File: src/rtl/cpfc_defines.svh
/*
 Constants of the program-flow core: vectors, widths, opcodes,
 memory map and reset values.
 Assumes it is included by bare name by every file that needs it.
*/
`ifndef CPFC_DEFINES_SVH
`define CPFC_DEFINES_SVH

// ==========================================================
// Widths
`define CPFC_IP_W        10
`define CPFC_STK_DEPTH   4
`define CPFC_RAM_WORDS   64
`define CPFC_DADDR_W     7

// ==========================================================
// Vectors
`define CPFC_VEC_RESET   10'h000
`define CPFC_VEC_PORTA   10'h014
`define CPFC_VEC_PREDIV  10'h01c
`define CPFC_VEC_TMR2    10'h020

// ==========================================================
// Data memory map
`define CPFC_RAM_BASE    7'h40
`define CPFC_WR_PAGE     3'h7

// ==========================================================
// Instruction word fields
`define CPFC_OP_MSB      15
`define CPFC_OP_LSB      12
`define CPFC_STORE_BIT   11

// ==========================================================
// Opcodes
`define CPFC_OP_NOP      4'h0
`define CPFC_OP_JMP      4'h1
`define CPFC_OP_CALL     4'h2
`define CPFC_OP_RTS      4'h3
`define CPFC_OP_LDI      4'h4
`define CPFC_OP_LDM      4'h5
`define CPFC_OP_STM      4'h6
`define CPFC_OP_ADD      4'h7
`define CPFC_OP_ADC      4'h8
`define CPFC_OP_SUB      4'h9
`define CPFC_OP_SBC      4'ha
`define CPFC_OP_DAA      4'hb
`define CPFC_OP_DAS      4'hc
`define CPFC_OP_CTL      4'hd
`define CPFC_OP_WR       4'he
`define CPFC_OP_STOP     4'hf

// ==========================================================
// Control operand bits
`define CPFC_CTL_SETC    0
`define CPFC_CTL_CLRC    1
`define CPFC_CTL_EI      2
`define CPFC_CTL_DI      3
`define CPFC_CTL_SETB    4
`define CPFC_CTL_CLRB    5

// ==========================================================
// Reset values
`define CPFC_BCF_RST     1'b1
`define CPFC_SP_RST      2'h3

`endif

File: src/rtl/cpfc_pkg.sv
/*
 Types shared by the program-flow core.
 Assumes nothing of its surroundings.
*/
package cpfc_pkg;

   // ==========================================================
   // Sequencer states
   typedef enum logic [1:0] {
      ST_FETCH,
      ST_EXEC,
      ST_STOP
   } cpfc_state_type;

endpackage : cpfc_pkg

File: src/rtl/cpfc_stack.sv
/*
 Four-entry wrap-around return stack.
 Assumes push and pop are never asked for in the same cycle.
*/
`timescale 1ns/100ps
`include "cpfc_defines.svh"

module cpfc_stack #(
   parameter int DEPTH = `CPFC_STK_DEPTH,
   parameter int W     = `CPFC_IP_W
) (
   input  wire logic         ref_clk_i,
   input  wire logic         reset_i,
   input  wire logic         push_i,
   input  wire logic         pop_i,
   input  wire logic [W-1:0] push_data_i,
   output logic      [W-1:0] top_o
);

   localparam int SPW = $clog2(DEPTH);

   logic [W-1:0]   entry_r [DEPTH];
   logic [SPW-1:0] sp_r;

   // ==========================================================
   // Pointer: no overflow flag, it simply wraps both ways
   always_ff @(posedge ref_clk_i) begin
      if (reset_i) begin
         sp_r <= SPW'(`CPFC_SP_RST);
      end else if (push_i) begin
         sp_r <= sp_r + 1'b1;
      end else if (pop_i) begin
         sp_r <= sp_r - 1'b1;
      end
   end

   // Entries: a push past four overwrites entry zero
   always_ff @(posedge ref_clk_i) begin
      if (push_i) begin
         entry_r[sp_r + 1'b1] <= push_data_i;
      end
   end

   // Top of stack read, entry three when empty
   assign top_o = entry_r[sp_r];

endmodule : cpfc_stack

File: src/rtl/cpfc_dmem.sv
/*
 64 x 4 data memory at direct addresses 40h..7Fh.
 Assumes the core forms working-register addresses itself.
*/
`timescale 1ns/100ps
`include "cpfc_defines.svh"

module cpfc_dmem #(
   parameter int WORDS = `CPFC_RAM_WORDS
) (
   input  wire logic                     ref_clk_i,
   input  wire logic [`CPFC_DADDR_W-1:0] addr_i,
   input  wire logic                     we_i,
   input  wire logic [3:0]               wdata_i,
   output logic      [3:0]               rdata_o
);

   localparam int AW = $clog2(WORDS);

   logic [3:0] mem_r [WORDS];
   logic       hit;

   // Lower half of the direct space has no cells behind it
   assign hit = (addr_i >= `CPFC_RAM_BASE);

   always_ff @(posedge ref_clk_i) begin
      if (we_i && hit) begin
         mem_r[addr_i[AW-1:0]] <= wdata_i;
      end
   end

   // Unmapped reads return zero
   assign rdata_o = hit ? mem_r[addr_i[AW-1:0]] : 4'h0;

endmodule : cpfc_dmem

File: src/rtl/cpfc_core.sv
/*
 Program-flow and datapath core of a 4-bit controller.
 Assumes a synchronous ROM with one cycle of read latency and
 interrupt and wake requests from logic on the same clock.
*/
// Operation
// - Instruction pointer is a 10-bit counter covering 1024 words.
// - Pointer advances by one after each executed instruction except jump, call and return.
// - Reset loads 000H, port A interrupt 014H, pre-divider 01CH.
// - Timer 2 interrupt loads the vector with only bit five set.
// - Jump and call load the pointer from operand bits nine to zero.
// - Call pushes the address after itself, interrupt entry the pointer, onto the stack.
// - Return loads pointer from stack top, then decrements stack pointer.
// - Stack holds four 10-bit entries with no overflow indication.
// - Push on a full stack wraps to entry zero and overwrites it.
// - Return on empty stack wraps to entry three and restores from it.
// - 64 nibbles answer at 40h..7Fh; 00h..3Fh reach no storage.
// - Locations 70H..7FH double as sixteen working registers.
// - Decimal adjust after add follows the carry and accumulator table.
// - Decimal adjust after subtract adds A modulo sixteen when needed.
// - Carry is an inverted borrow during subtraction.
// - Backup flag is set automatically before entering stop mode.
// - One oscillator fixed at manufacture, never switched.
// - Zero flag is one exactly when the accumulator is zero.
`timescale 1ns/100ps
`include "cpfc_defines.svh"

module cpfc_core #(
   parameter bit SLOW_ONLY = 1'b1
) (
   input  wire logic        ref_clk_i,
   input  wire logic        reset_i,
   output logic      [9:0]  rom_addr_o,
   output logic             rom_rd_o,
   input  wire logic [15:0] rom_data_i,
   input  wire logic        irq_porta_i,
   input  wire logic        irq_prediv_i,
   input  wire logic        irq_tmr2_i,
   input  wire logic        wake_i,
   output logic      [2:0]  irq_ack_o,
   output logic      [9:0]  instr_pointer_o,
   output logic      [3:0]  accum_o,
   output logic             carry_o,
   output logic             zero_o,
   output logic             int_en_o,
   output logic             osc_boost_flag_o,
   output logic             stop_o,
   output logic             slow_osc_en_o,
   output logic             fast_osc_en_o
);

   // ==========================================================
   // Declarations
   cpfc_pkg::cpfc_state_type state_r;

   logic [`CPFC_IP_W-1:0]    instr_pointer_r;
   logic [3:0]               accum_r;
   logic                     carry_r;
   logic                     zero_r;
   logic                     int_en_r;
   logic                     bcf_r;
   logic [2:0]               irq_ack_r;

   logic [3:0]               opcode;
   logic [`CPFC_IP_W-1:0]    operand_target;
   logic [7:0]               ctl;
   logic                     exec;
   logic                     take_irq;
   logic [`CPFC_IP_W-1:0]    irq_vector;
   logic [2:0]               irq_sel;

   logic [`CPFC_DADDR_W-1:0] mem_addr;
   logic                     mem_we;
   logic [3:0]               mem_rd;
   logic [3:0]               acc_nxt;
   logic                     carry_nxt;
   logic [4:0]               sum;

   logic                     stk_push;
   logic                     stk_pop;
   logic [`CPFC_IP_W-1:0]    stk_push_data;
   logic [`CPFC_IP_W-1:0]    stk_top;

   // ==========================================================
   // Helpers
   // Four-bit add with carry in, carry out in bit four
   function automatic logic [4:0] cpfc_add4(
      input logic [3:0] a,
      input logic [3:0] b,
      input logic       cin
   );
      cpfc_add4 = {1'b0, a} + {1'b0, b} + {4'h0, cin};
   endfunction : cpfc_add4

   // ==========================================================
   // Instruction word fields
   assign opcode         = rom_data_i[`CPFC_OP_MSB:`CPFC_OP_LSB];
   assign operand_target = rom_data_i[`CPFC_IP_W-1:0];
   assign ctl            = rom_data_i[7:0];
   assign exec           = (state_r == cpfc_pkg::ST_EXEC);

   // Working-register ops address the top page of data memory
   always_comb begin
      if (opcode == `CPFC_OP_WR) begin
         mem_addr = {`CPFC_WR_PAGE, rom_data_i[3:0]};
      end else begin
         mem_addr = rom_data_i[`CPFC_DADDR_W-1:0];
      end
   end

   // ==========================================================
   // Interrupt selection
   // Fixed priority port A, then pre-divider, then timer 2
   always_comb begin
      irq_vector = `CPFC_VEC_PORTA;
      irq_sel    = 3'h0;
      if (irq_porta_i) begin
         irq_vector = `CPFC_VEC_PORTA;
         irq_sel    = 3'h1;
      end else if (irq_prediv_i) begin
         irq_vector = `CPFC_VEC_PREDIV;
         irq_sel    = 3'h2;
      end else if (irq_tmr2_i) begin
         irq_vector = `CPFC_VEC_TMR2;
         irq_sel    = 3'h4;
      end
   end

   // Only sampled in fetch, so never in the middle of an instruction
   assign take_irq = (state_r == cpfc_pkg::ST_FETCH) && int_en_r
                     && (irq_sel != 3'h0);

   // ==========================================================
   // Sequencer
   always_ff @(posedge ref_clk_i) begin
      if (reset_i) begin
         state_r <= cpfc_pkg::ST_FETCH;
      end else begin
         case (state_r)
            cpfc_pkg::ST_FETCH: begin
               if (!take_irq) begin
                  state_r <= cpfc_pkg::ST_EXEC;
               end
            end
            cpfc_pkg::ST_EXEC: begin
               if (opcode == `CPFC_OP_STOP) begin
                  state_r <= cpfc_pkg::ST_STOP;
               end else begin
                  state_r <= cpfc_pkg::ST_FETCH;
               end
            end
            cpfc_pkg::ST_STOP: begin
               if (wake_i) begin
                  state_r <= cpfc_pkg::ST_FETCH;
               end
            end
            default: begin
               state_r <= cpfc_pkg::ST_FETCH;
            end
         endcase
      end
   end

   // ==========================================================
   // Instruction pointer
   // Pointer already names the next instruction when an interrupt
   // is taken in fetch, so that is the value saved.
   always_ff @(posedge ref_clk_i) begin
      if (reset_i) begin
         instr_pointer_r <= `CPFC_VEC_RESET;
      end else if (take_irq) begin
         instr_pointer_r <= irq_vector;
      end else if (exec) begin
         case (opcode)
            `CPFC_OP_JMP: begin
               instr_pointer_r <= operand_target;
            end
            `CPFC_OP_CALL: begin
               instr_pointer_r <= operand_target;
            end
            `CPFC_OP_RTS: begin
               instr_pointer_r <= stk_top;
            end
            default: begin
               instr_pointer_r <= instr_pointer_r + 1'b1;
            end
         endcase
      end
   end

   // ==========================================================
   // Return stack control
   assign stk_push = take_irq
                     || (exec && (opcode == `CPFC_OP_CALL));
   assign stk_pop  = exec && (opcode == `CPFC_OP_RTS);

   // Call saves the address after itself, interrupt the pointer
   always_comb begin
      if (take_irq) begin
         stk_push_data = instr_pointer_r;
      end else begin
         stk_push_data = instr_pointer_r + 1'b1;
      end
   end

   cpfc_stack #(
      .DEPTH (`CPFC_STK_DEPTH),
      .W     (`CPFC_IP_W)
   ) u_stack (
      .ref_clk_i   (ref_clk_i),
      .reset_i     (reset_i),
      .push_i      (stk_push),
      .pop_i       (stk_pop),
      .push_data_i (stk_push_data),
      .top_o       (stk_top)
   );

   // ==========================================================
   // Data memory
   cpfc_dmem #(
      .WORDS (`CPFC_RAM_WORDS)
   ) u_dmem (
      .ref_clk_i (ref_clk_i),
      .addr_i    (mem_addr),
      .we_i      (mem_we),
      .wdata_i   (acc_nxt),
      .rdata_o   (mem_rd)
   );

   // ==========================================================
   // Arithmetic and decimal adjust
   // Store bit writes the result back to the addressed cell too.
   always_comb begin
      acc_nxt   = accum_r;
      carry_nxt = carry_r;
      mem_we    = 1'b0;
      sum       = 5'h00;
      case (opcode)
         `CPFC_OP_LDI: begin
            acc_nxt = rom_data_i[3:0];
         end
         `CPFC_OP_LDM: begin
            acc_nxt = mem_rd;
         end
         `CPFC_OP_STM: begin
            mem_we = exec;
         end
         `CPFC_OP_ADD, `CPFC_OP_ADC: begin
            sum       = cpfc_add4(mem_rd, accum_r,
                                  (opcode == `CPFC_OP_ADC) & carry_r);
            acc_nxt   = sum[3:0];
            carry_nxt = sum[4];
            mem_we    = exec & rom_data_i[`CPFC_STORE_BIT];
         end
         `CPFC_OP_SUB, `CPFC_OP_SBC: begin
            // Memory minus accumulator, carry out one means no borrow
            sum       = cpfc_add4(mem_rd, ~accum_r,
                                  (opcode == `CPFC_OP_SUB) | carry_r);
            acc_nxt   = sum[3:0];
            carry_nxt = sum[4];
            mem_we    = exec & rom_data_i[`CPFC_STORE_BIT];
         end
         `CPFC_OP_DAA: begin
            if (!carry_r && (accum_r >= 4'ha)) begin
               acc_nxt   = accum_r + 4'h6;
               carry_nxt = 1'b1;
            end else if (carry_r && (accum_r <= 4'h3)) begin
               acc_nxt   = accum_r + 4'h6;
            end
            mem_we = exec & rom_data_i[`CPFC_STORE_BIT];
         end
         `CPFC_OP_DAS: begin
            // Adding A in four bits wraps modulo sixteen; carry kept
            if (!carry_r && (accum_r >= 4'h6)) begin
               acc_nxt = accum_r + 4'ha;
            end
            mem_we = exec & rom_data_i[`CPFC_STORE_BIT];
         end
         `CPFC_OP_CTL: begin
            if (ctl[`CPFC_CTL_SETC]) begin
               carry_nxt = 1'b1;
            end else if (ctl[`CPFC_CTL_CLRC]) begin
               carry_nxt = 1'b0;
            end
         end
         `CPFC_OP_WR: begin
            if (rom_data_i[`CPFC_STORE_BIT]) begin
               mem_we = exec;
            end else begin
               acc_nxt = mem_rd;
            end
         end
         default: begin
            acc_nxt = accum_r;
         end
      endcase
   end

   // ==========================================================
   // Accumulator, carry and zero flag
   always_ff @(posedge ref_clk_i) begin
      if (reset_i) begin
         accum_r <= 4'h0;
         carry_r <= 1'b0;
         zero_r  <= 1'b1;
      end else if (exec) begin
         accum_r <= acc_nxt;
         carry_r <= carry_nxt;
         zero_r  <= (acc_nxt == 4'h0);
      end
   end

   // ==========================================================
   // Interrupt enable
   // Cleared on entry so a held request cannot re-enter at once
   always_ff @(posedge ref_clk_i) begin
      if (reset_i) begin
         int_en_r <= 1'b0;
      end else if (take_irq) begin
         int_en_r <= 1'b0;
      end else if (exec && (opcode == `CPFC_OP_CTL)) begin
         if (ctl[`CPFC_CTL_EI]) begin
            int_en_r <= 1'b1;
         end else if (ctl[`CPFC_CTL_DI]) begin
            int_en_r <= 1'b0;
         end
      end
   end

   // Acknowledge names the source taken, one cycle wide
   always_ff @(posedge ref_clk_i) begin
      if (reset_i) begin
         irq_ack_r <= 3'h0;
      end else begin
         irq_ack_r <= take_irq ? irq_sel : 3'h0;
      end
   end

   // ==========================================================
   // Oscillator backup flag
   // Set on reset and forced on the way into stop so the crystal
   // restarts with the extra drive; costs current until cleared.
   always_ff @(posedge ref_clk_i) begin
      if (reset_i) begin
         bcf_r <= `CPFC_BCF_RST;
      end else if (exec && (opcode == `CPFC_OP_STOP)) begin
         bcf_r <= 1'b1;
      end else if (exec && (opcode == `CPFC_OP_CTL)) begin
         if (ctl[`CPFC_CTL_SETB]) begin
            bcf_r <= 1'b1;
         end else if (ctl[`CPFC_CTL_CLRB]) begin
            bcf_r <= 1'b0;
         end
      end
   end

   // ==========================================================
   // Outputs
   assign rom_addr_o       = instr_pointer_r;
   assign rom_rd_o         = (state_r == cpfc_pkg::ST_FETCH) && !take_irq;
   assign instr_pointer_o  = instr_pointer_r;
   assign accum_o          = accum_r;
   assign carry_o          = carry_r;
   assign zero_o           = zero_r;
   assign int_en_o         = int_en_r;
   assign irq_ack_o        = irq_ack_r;
   assign osc_boost_flag_o = bcf_r;
   assign stop_o           = (state_r == cpfc_pkg::ST_STOP);

   // Oscillator choice is a mask option: a constant, never toggled
   assign slow_osc_en_o    = SLOW_ONLY;
   assign fast_osc_en_o    = !SLOW_ONLY;

endmodule : cpfc_core

File: config.mk
export PLATFORM = sky130hd
export DESIGN_NAME = cpfc_core
export DESIGN_NICKNAME = d
export VERILOG_FILES = /design/src/rtl/cpfc_pkg.sv /design/src/rtl/cpfc_stack.sv /design/src/rtl/cpfc_dmem.sv /design/src/rtl/cpfc_core.sv
export VERILOG_INCLUDE_DIRS = /design/src /design/src/rtl
export SDC_FILE = /design/constraint.sdc
export NUM_CORES = 1
export LEC_CHECK = 0
export BUFFER_PORTS_ARGS = -buffer_cell sky130_fd_sc_hd__buf_2
export CELL_PAD_IN_SITES_DETAIL_PLACEMENT = 1
export CELL_PAD_IN_SITES_GLOBAL_PLACEMENT = 1
export CORE_AREA = 3 3 195 197
export CTS_CLUSTER_DIAMETER = 50
export DETAILED_ROUTE_END_ITERATION = 6
export DIE_AREA = 0 0 198 200
export PLACE_DENSITY = 0.7
export SYNTH_ARGS = -nofsm -noshare
export SYNTH_HDL_FRONTEND = slang
export SYNTH_SLANG_ARGS = --single-unit
export TNS_END_PERCENT = 100
File: constraint.sdc
create_clock -name ref_clk_i -period 6.65 [get_ports ref_clk_i]
set_input_delay 0.3325 -clock ref_clk_i [delete_from_list [all_inputs] [get_ports ref_clk_i]]
set_output_delay 0.3325 -clock ref_clk_i [all_outputs]
set_load 0.02 [all_outputs]
==> metrics.cfg, run 1 <==
[status]
status=completed

[critical_path]
required_ns=7.04
cp-startpoint=rom_data_i[12]
slowest_delay_ns=0.79
critPathKind=in2reg
worstSetupStartpointType=input pin
cp_slowest_cell=o21bai_1
timing.critical_path.cells=buf_2, and4b_1, o21bai_1, o22ai_1, o41ai_4, inv_1, ha_1, nor2b_1, o21ai_0, nor4bb_1, nor2_1, and4_1, a41o_1, a21oi_4, buf_12
critPathArrivalTime_ns=5.59
crit_fanout=30
r2r-start=u_dmem.mem_r[22][1]$_DFFE_PP_
cp-end-kind=register

[die]
die_x_um=198
coreArea_sq_um=36400
ioPinCount=57
die_height_um=200
start_util_pct=40.0
dieArea_sq_um=39600
rows=70

[cts]
htreeDepth=2
clk_latency_ns=0.55
root_buffer=clkbuf_16
post-cts-setup-buffer-count=0
cts.sinks=323
cts_buffers=41
cts_tree=built
clkSlewWorstSetupHoldPaths_ns=0.05
cts_hold_buf=0
cts.repair.resized=0
clockBufferDepth=3

[layout]
layout-drive-gt1-share_pct=17.3
register_area_sq_um=9430
nets=1134
finalNonFillerCells=1593
antenna-diode-count=0
postLayoutCoreUtil_pct=45.7
multiInputGateArea_sq_um=4720
area_growth_pct=14.3
stdcell_area_sq_um=16700
nFillCells=3672

[route]
drtPass1Iterations=5
vias_per_cell=5.86
wl_per_cell_um=25.5
wl_mm=40.6
drt_iter0_drc=809
vias=9341
postRouteAntennaNets=0
drc=0

[sta]
relSlewSlack_pct=37.6
tightest_slew_ns=0.932
finClkSkew_ns=0.0263
rsz0062_at_grt=false
fin_crit_ns=5.20
max_freq_ghz=0.192
hold_viol_final=0
holdWs_ns=0.0863
fin_tns_setup_ns=0
final_max_slew_viol_count=0
setup-violations-final=0
setup_ws_ns=1.45
period_share_pct=78.3

[yosys]
syn_area_per_cell_sq_um=13.9
synth_xor_xnor_area_share_pct=0.962
synth_simple_gate_area_share_pct=9.08
synthCells=1051
yosysSeqAreaShare_pct=64.7
ys_warn_count=0
synth.distinct_cells=65
synth_edf_count=296
synth_seq_cells=323
synth_top_family_by_area=multiplexers
async_flop_share_pct=0
syn_area_sq_um=14600
synth_fp_nets=1090
synthMuxAreaShare_pct=10.6
ys.flop_type=edfxtp_1
yosys.area_share.adder_pct=1.67
synth_compound_area_share_pct=9.85

[power]
finalPower_mw=4.89
seq_power_share_pct=47.0
intPower_mw=3.71
netSwitchingFraction_pct=24.2
p_leak_nw=5.70
peakVddDrop_uv=211
p_sw_mw=1.19
p_clk_share_pct=44.1
power_density_nw_per_um2=294
comb_power_share_pct=9.0

[place]
place_area_sq_um=15300
gp_congestion=0.864
place_ws_ns=0.933
dp_cells=1520
io_buffers=53
dp_hpwl_mm=26.6

[global_routing]
grt_pass1_vias=9751
grt_max_degree=46
antenna_found_initial=1
grt_usage_pct=20.5
grt_pass1_wl_mm=60.9
grt_overflow=0

[run]
cap_violations=0

[min_path]
worstHoldPathType=in2reg
holdCritStartpoint=irq_tmr2_i

==> Yosys cell counts, drive strengths merged, types with 6 or more instances <==
master | n | area (sq um)
a211oi | 7 | 52.6
a21oi | 33 | 165
a221o | 9 | 90.1
a221oi | 7 | 61.3
a22o | 15 | 131
a22oi | 19 | 143
a31oi | 18 | 113
and2 | 12 | 75.1
buf | 36 | 209
clkbuf | 42 | 158
dfxtp | 27 | 541
edfxtp | 296 | 8890
ha | 13 | 163
inv | 23 | 86.3
mux2 | 8 | 93.8
mux2i | 52 | 521
mux4 | 41 | 923
nand2 | 69 | 259
nand2b | 15 | 93.8
nand3 | 15 | 75.1
nand4 | 6 | 37.5
nor2 | 114 | 428
nor2b | 12 | 75.1
nor3 | 13 | 65.1
o211ai | 10 | 75.1
o21ai | 37 | 189
o221ai | 10 | 87.6
o22ai | 12 | 75.1
xnor2 | 10 | 87.6
xor2 | 6 | 52.6
==> power by group through the flow <==
stage                     registers, mW  clock network, mW  logic [mW]
after floorplan                    2.35                  0       0.268
after CTS                          2.30               2.19       0.440
after detailed placement           2.34                  0       0.437
after global placement             2.34                  0       0.422
after global routing               2.30               2.28       0.478
final                              2.30               2.16       0.438
==> placed cells by master (no fill, tap or decap), types with 11 or more instances in the layout <==
cell type	n
mux2i_1	52
nand2b_1	15
nor3_1	13
buf_2	52
o21ai_0	35
nand3_1	15
mux4_2	41
edfxtp_1	296
nor2_1	114
o22ai_1	11
ha_1	13
inv_1	23
a22o_1	15
nand2_1	69
a21oi_1	32
and2_1	12
a31oi_1	18
nor2b_1	12
clkbuf_16	42
dfxtp_1	27
a22oi_1	19
buf_4	23
==> final timing paths <==
| kind | cells after the start | endpoint | slack (ns) |
|---|---|---|---|
| worst min register to register | 2 | osc_boost_flag_o$_SDFFE_PP1P_ | 0.47 |
| worst max-delay path | 15 | u_dmem.mem_r[54][3]$_DFFE_PP_ | 1.45 |
| worst min-delay path | 3 | irq_ack_o[2]$_SDFF_PP0_ | 0.09 |
| worst max register to register | 15 | u_dmem.mem_r[54][3]$_DFFE_PP_ | 1.65 |
==> state kept, by name (all words and copies together), names as in the netlist, named ones only <==
name,flops
irq_ack_o,3
int_en_o,1
u_stack.entry_r,40
u_dmem.mem_r,256
carry_o,1
instr_pointer_o,10
zero_o,1
state_r,2
osc_boost_flag_o,1
accum_o,4
u_stack.sp_r,2
==> worst max-delay path, delay by kind of cell <==
kind	cells	cell delay (ns)
compound gates	6	2.84
simple gates	5	1.22
buf+inv	3	0.83
fa+ha+maj	1	0.33
==> cell families (layout without fill, tap and decap cells) <==
group,count (synthesis),count (layout)
flip-flops,323,323
AND/OR/NAND/NOR,285,285
adder cells (fa/ha/maj),17,17
AO/OA/AOI/OAI,205,205
buffers and inverters,102,176
other,2,2
multiplexers,101,101
XOR/XNOR,16,16
==> per-layer routing <==
layer | vias to the layer above | wire length (um) | part of all wire (%) | track usage [%]
li1 | 4140 | - | - | -
met4 | 2 | 924 | 2.3 | 5.64
met2 | 295 | 19500 | 48 | 34.0
met5 | - | 11 | 0.027 | 0
met3 | 66 | 2620 | 6.5 | 4.13
met1 | 4838 | 17500 | 43 | 27.7
==> area by class of cell <==
cell class	instances	area share [%]
Multi-Input combinational cell	626	28.3
Clock buffer	49	6.47
Tap cell	468	3.52
Timing Repair Buffer	79	3.08
Sequential cell	323	56.6
Clock inverter	24	1.43
Inverter	24	0.541
(Power assumes the default switching activity.)
==> run 2: changes to the inputs <==
PLACE_DENSITY = 0.72   (was 0.7)
clock period = 4.3 ns   (was 6.65 ns; I/O delays follow)
==> run 2 against run 1 <==
  * Via count up 3.1%
  * Worst hold slack better by 0.015 ns
  * Sequential cell count unchanged
  * Clock power up 43%
  * Sequential power up 55%
  * Global-route usage up 0.63 points
  * Non-clock buffer count up 51
==> metrics.cfg, run 2 (synthesis gave the netlist of run 1 again) <==
[global_routing]
grt_max_degree=41
grt_overflow=0
grt_pass1_vias=10022
grt_usage_pct=21.1
grt_pass1_wl_mm=62.6
antenna_found_initial=0

[layout]
stdcell_area_sq_um=17100
area_growth_pct=17.4
most-common-layout-cells=edfxtp_1, nor2_1, nand2_1
final_common_cell=edfxtp_1
antenna-diode-count=0
largest_reg_flops=256
nFillCells=3672
layout-drive-gt1-share_pct=20.6
postLayoutCoreUtil_pct=47.0
finalNonFillerCells=1641
nets=1182

[critical_path]
reg2reg_depth=18
worstSetupStartpointType=register
required_ns=4.77
critPathKind=reg2reg
cp-end-kind=register
crit_fanout=2
critPathArrivalTime_ns=4.59

[cts]
htreeDepth=2
clockBufferDepth=3
clkSlewWorstSetupHoldPaths_ns=0.06
cts_tree=built
cts.sinks=323
clk_latency_ns=0.55
cts_buffers=38
root_buffer=clkbuf_16

[min_path]
worstHoldPathType=in2reg
hold_depth=5

[sta]
setup-violations-final=0
rsz0062_at_grt=true
holdWs_ns=0.101
hold_viol_final=0
finClkSkew_ns=0.0213
fin_tns_setup_ns=0
tightest_slew_ns=0.889
relSlewSlack_pct=40.1
max_freq_ghz=0.243
setup_ws_ns=0.177
fin_crit_ns=4.12
final_max_slew_viol_count=0
period_share_pct=95.9

[route]
vias_per_cell=5.87
drc=0
drt_iter0_drc=791
wl_mm=41.6
vias=9630
drtPass1Iterations=5
postRouteAntennaNets=0
wl_per_cell_um=25.3

[place]
place_ws_ns=-0.175
dp_hpwl_mm=27.9
gp_congestion=0.866
dp_cells=1564
place_area_sq_um=15800
io_buffers=53

[die]
start_util_pct=40.0
rows=70
die_height_um=200
coreArea_sq_um=36400
ioPinCount=57
dieArea_sq_um=39600
die_x_um=198

[power]
p_leak_nw=5.92
power_density_nw_per_um2=434
finalPower_mw=7.43
peakVddDrop_uv=369

[status]
status=completed

[run]
cap_violations=0

-- run 2: cell types whose count changed in the layout (fill, tap and decap cells not counted), sizes merged --
cell,previous run,this run
buf,79,124
clkinv,17,15
dlygate4sd3,0,5
clkinvlp,0,4
bufinv,3,2
clkbuf,49,48
inv,28,26
-- run 2: metal layers --
metal / wire, um / GRT usage [%]
met1: 17500 / 28.6
met2: 19800 / 33.9
met3: 2880 / 4.15
met4: 1410 / 8.20
met5: 0 / 0
-- run 2: final timing paths --
kind / slack (ns) / start / end
setup / recovery: 0.18 / u_dmem.mem_r[48][0]$_DFFE_PP_ / zero_o$_SDFFE_PP1P_
hold / removal: 0.10 / rom_data_i[9] / instr_pointer_o[9]$_SDFFE_PP0P_
setup reg to reg: 0.18 / u_dmem.mem_r[48][0]$_DFFE_PP_ / zero_o$_SDFFE_PP1P_
hold reg to reg: 0.45 / osc_boost_flag_o$_SDFFE_PP1P_ / osc_boost_flag_o$_SDFFE_PP1P_
-- run 2: layout make-up --
cell class	instances	area (sq um)	share of cell area, %
inverters	24	90.1	0.526
repair buffers	130	1050	6.14
multi-input cells	626	4760	27.8
clock buffers	47	1010	5.88
well taps	468	586	3.42
clock inverters	23	193	1.13
flip-flops and latches	323	9430	55.1
-- run 2: critical path, cell delays in order (launching register included) --
cell	delay, ns
edfxtp_1	0.39
mux4_2	0.48
mux2i_2	0.23
o22ai_1	0.19
nor3_1	0.19
buf_4	0.15
nand3_1	0.08
nand2_1	0.14
fa_1	0.22
inv_1	0.06
fa_1	0.48
nand2_1	0.09
nand2_1	0.05
o21ai_0	0.09
a21oi_1	0.11
o32ai_2	0.35
o21ai_4	0.09
or4_1	0.52
o21ai_1	0.12
-- run 2: repair_timing --
item | 4_1_cts | 5_1_grt
endpoints found under the setup margin | 0 | 98
hold buffers | 5 | 0
endpoints found under the hold margin | 4 | 0
gates resized for setup | 0 | 4
buffers inserted | 0 | 1
-- run 2: report_power, final --
part	internal, mW	total, mW	switching (mW)
Sequential	3.52	3.56	0.0340
Clock	1.80	3.09	1.28
Combinational	0.304	0.791	0.487
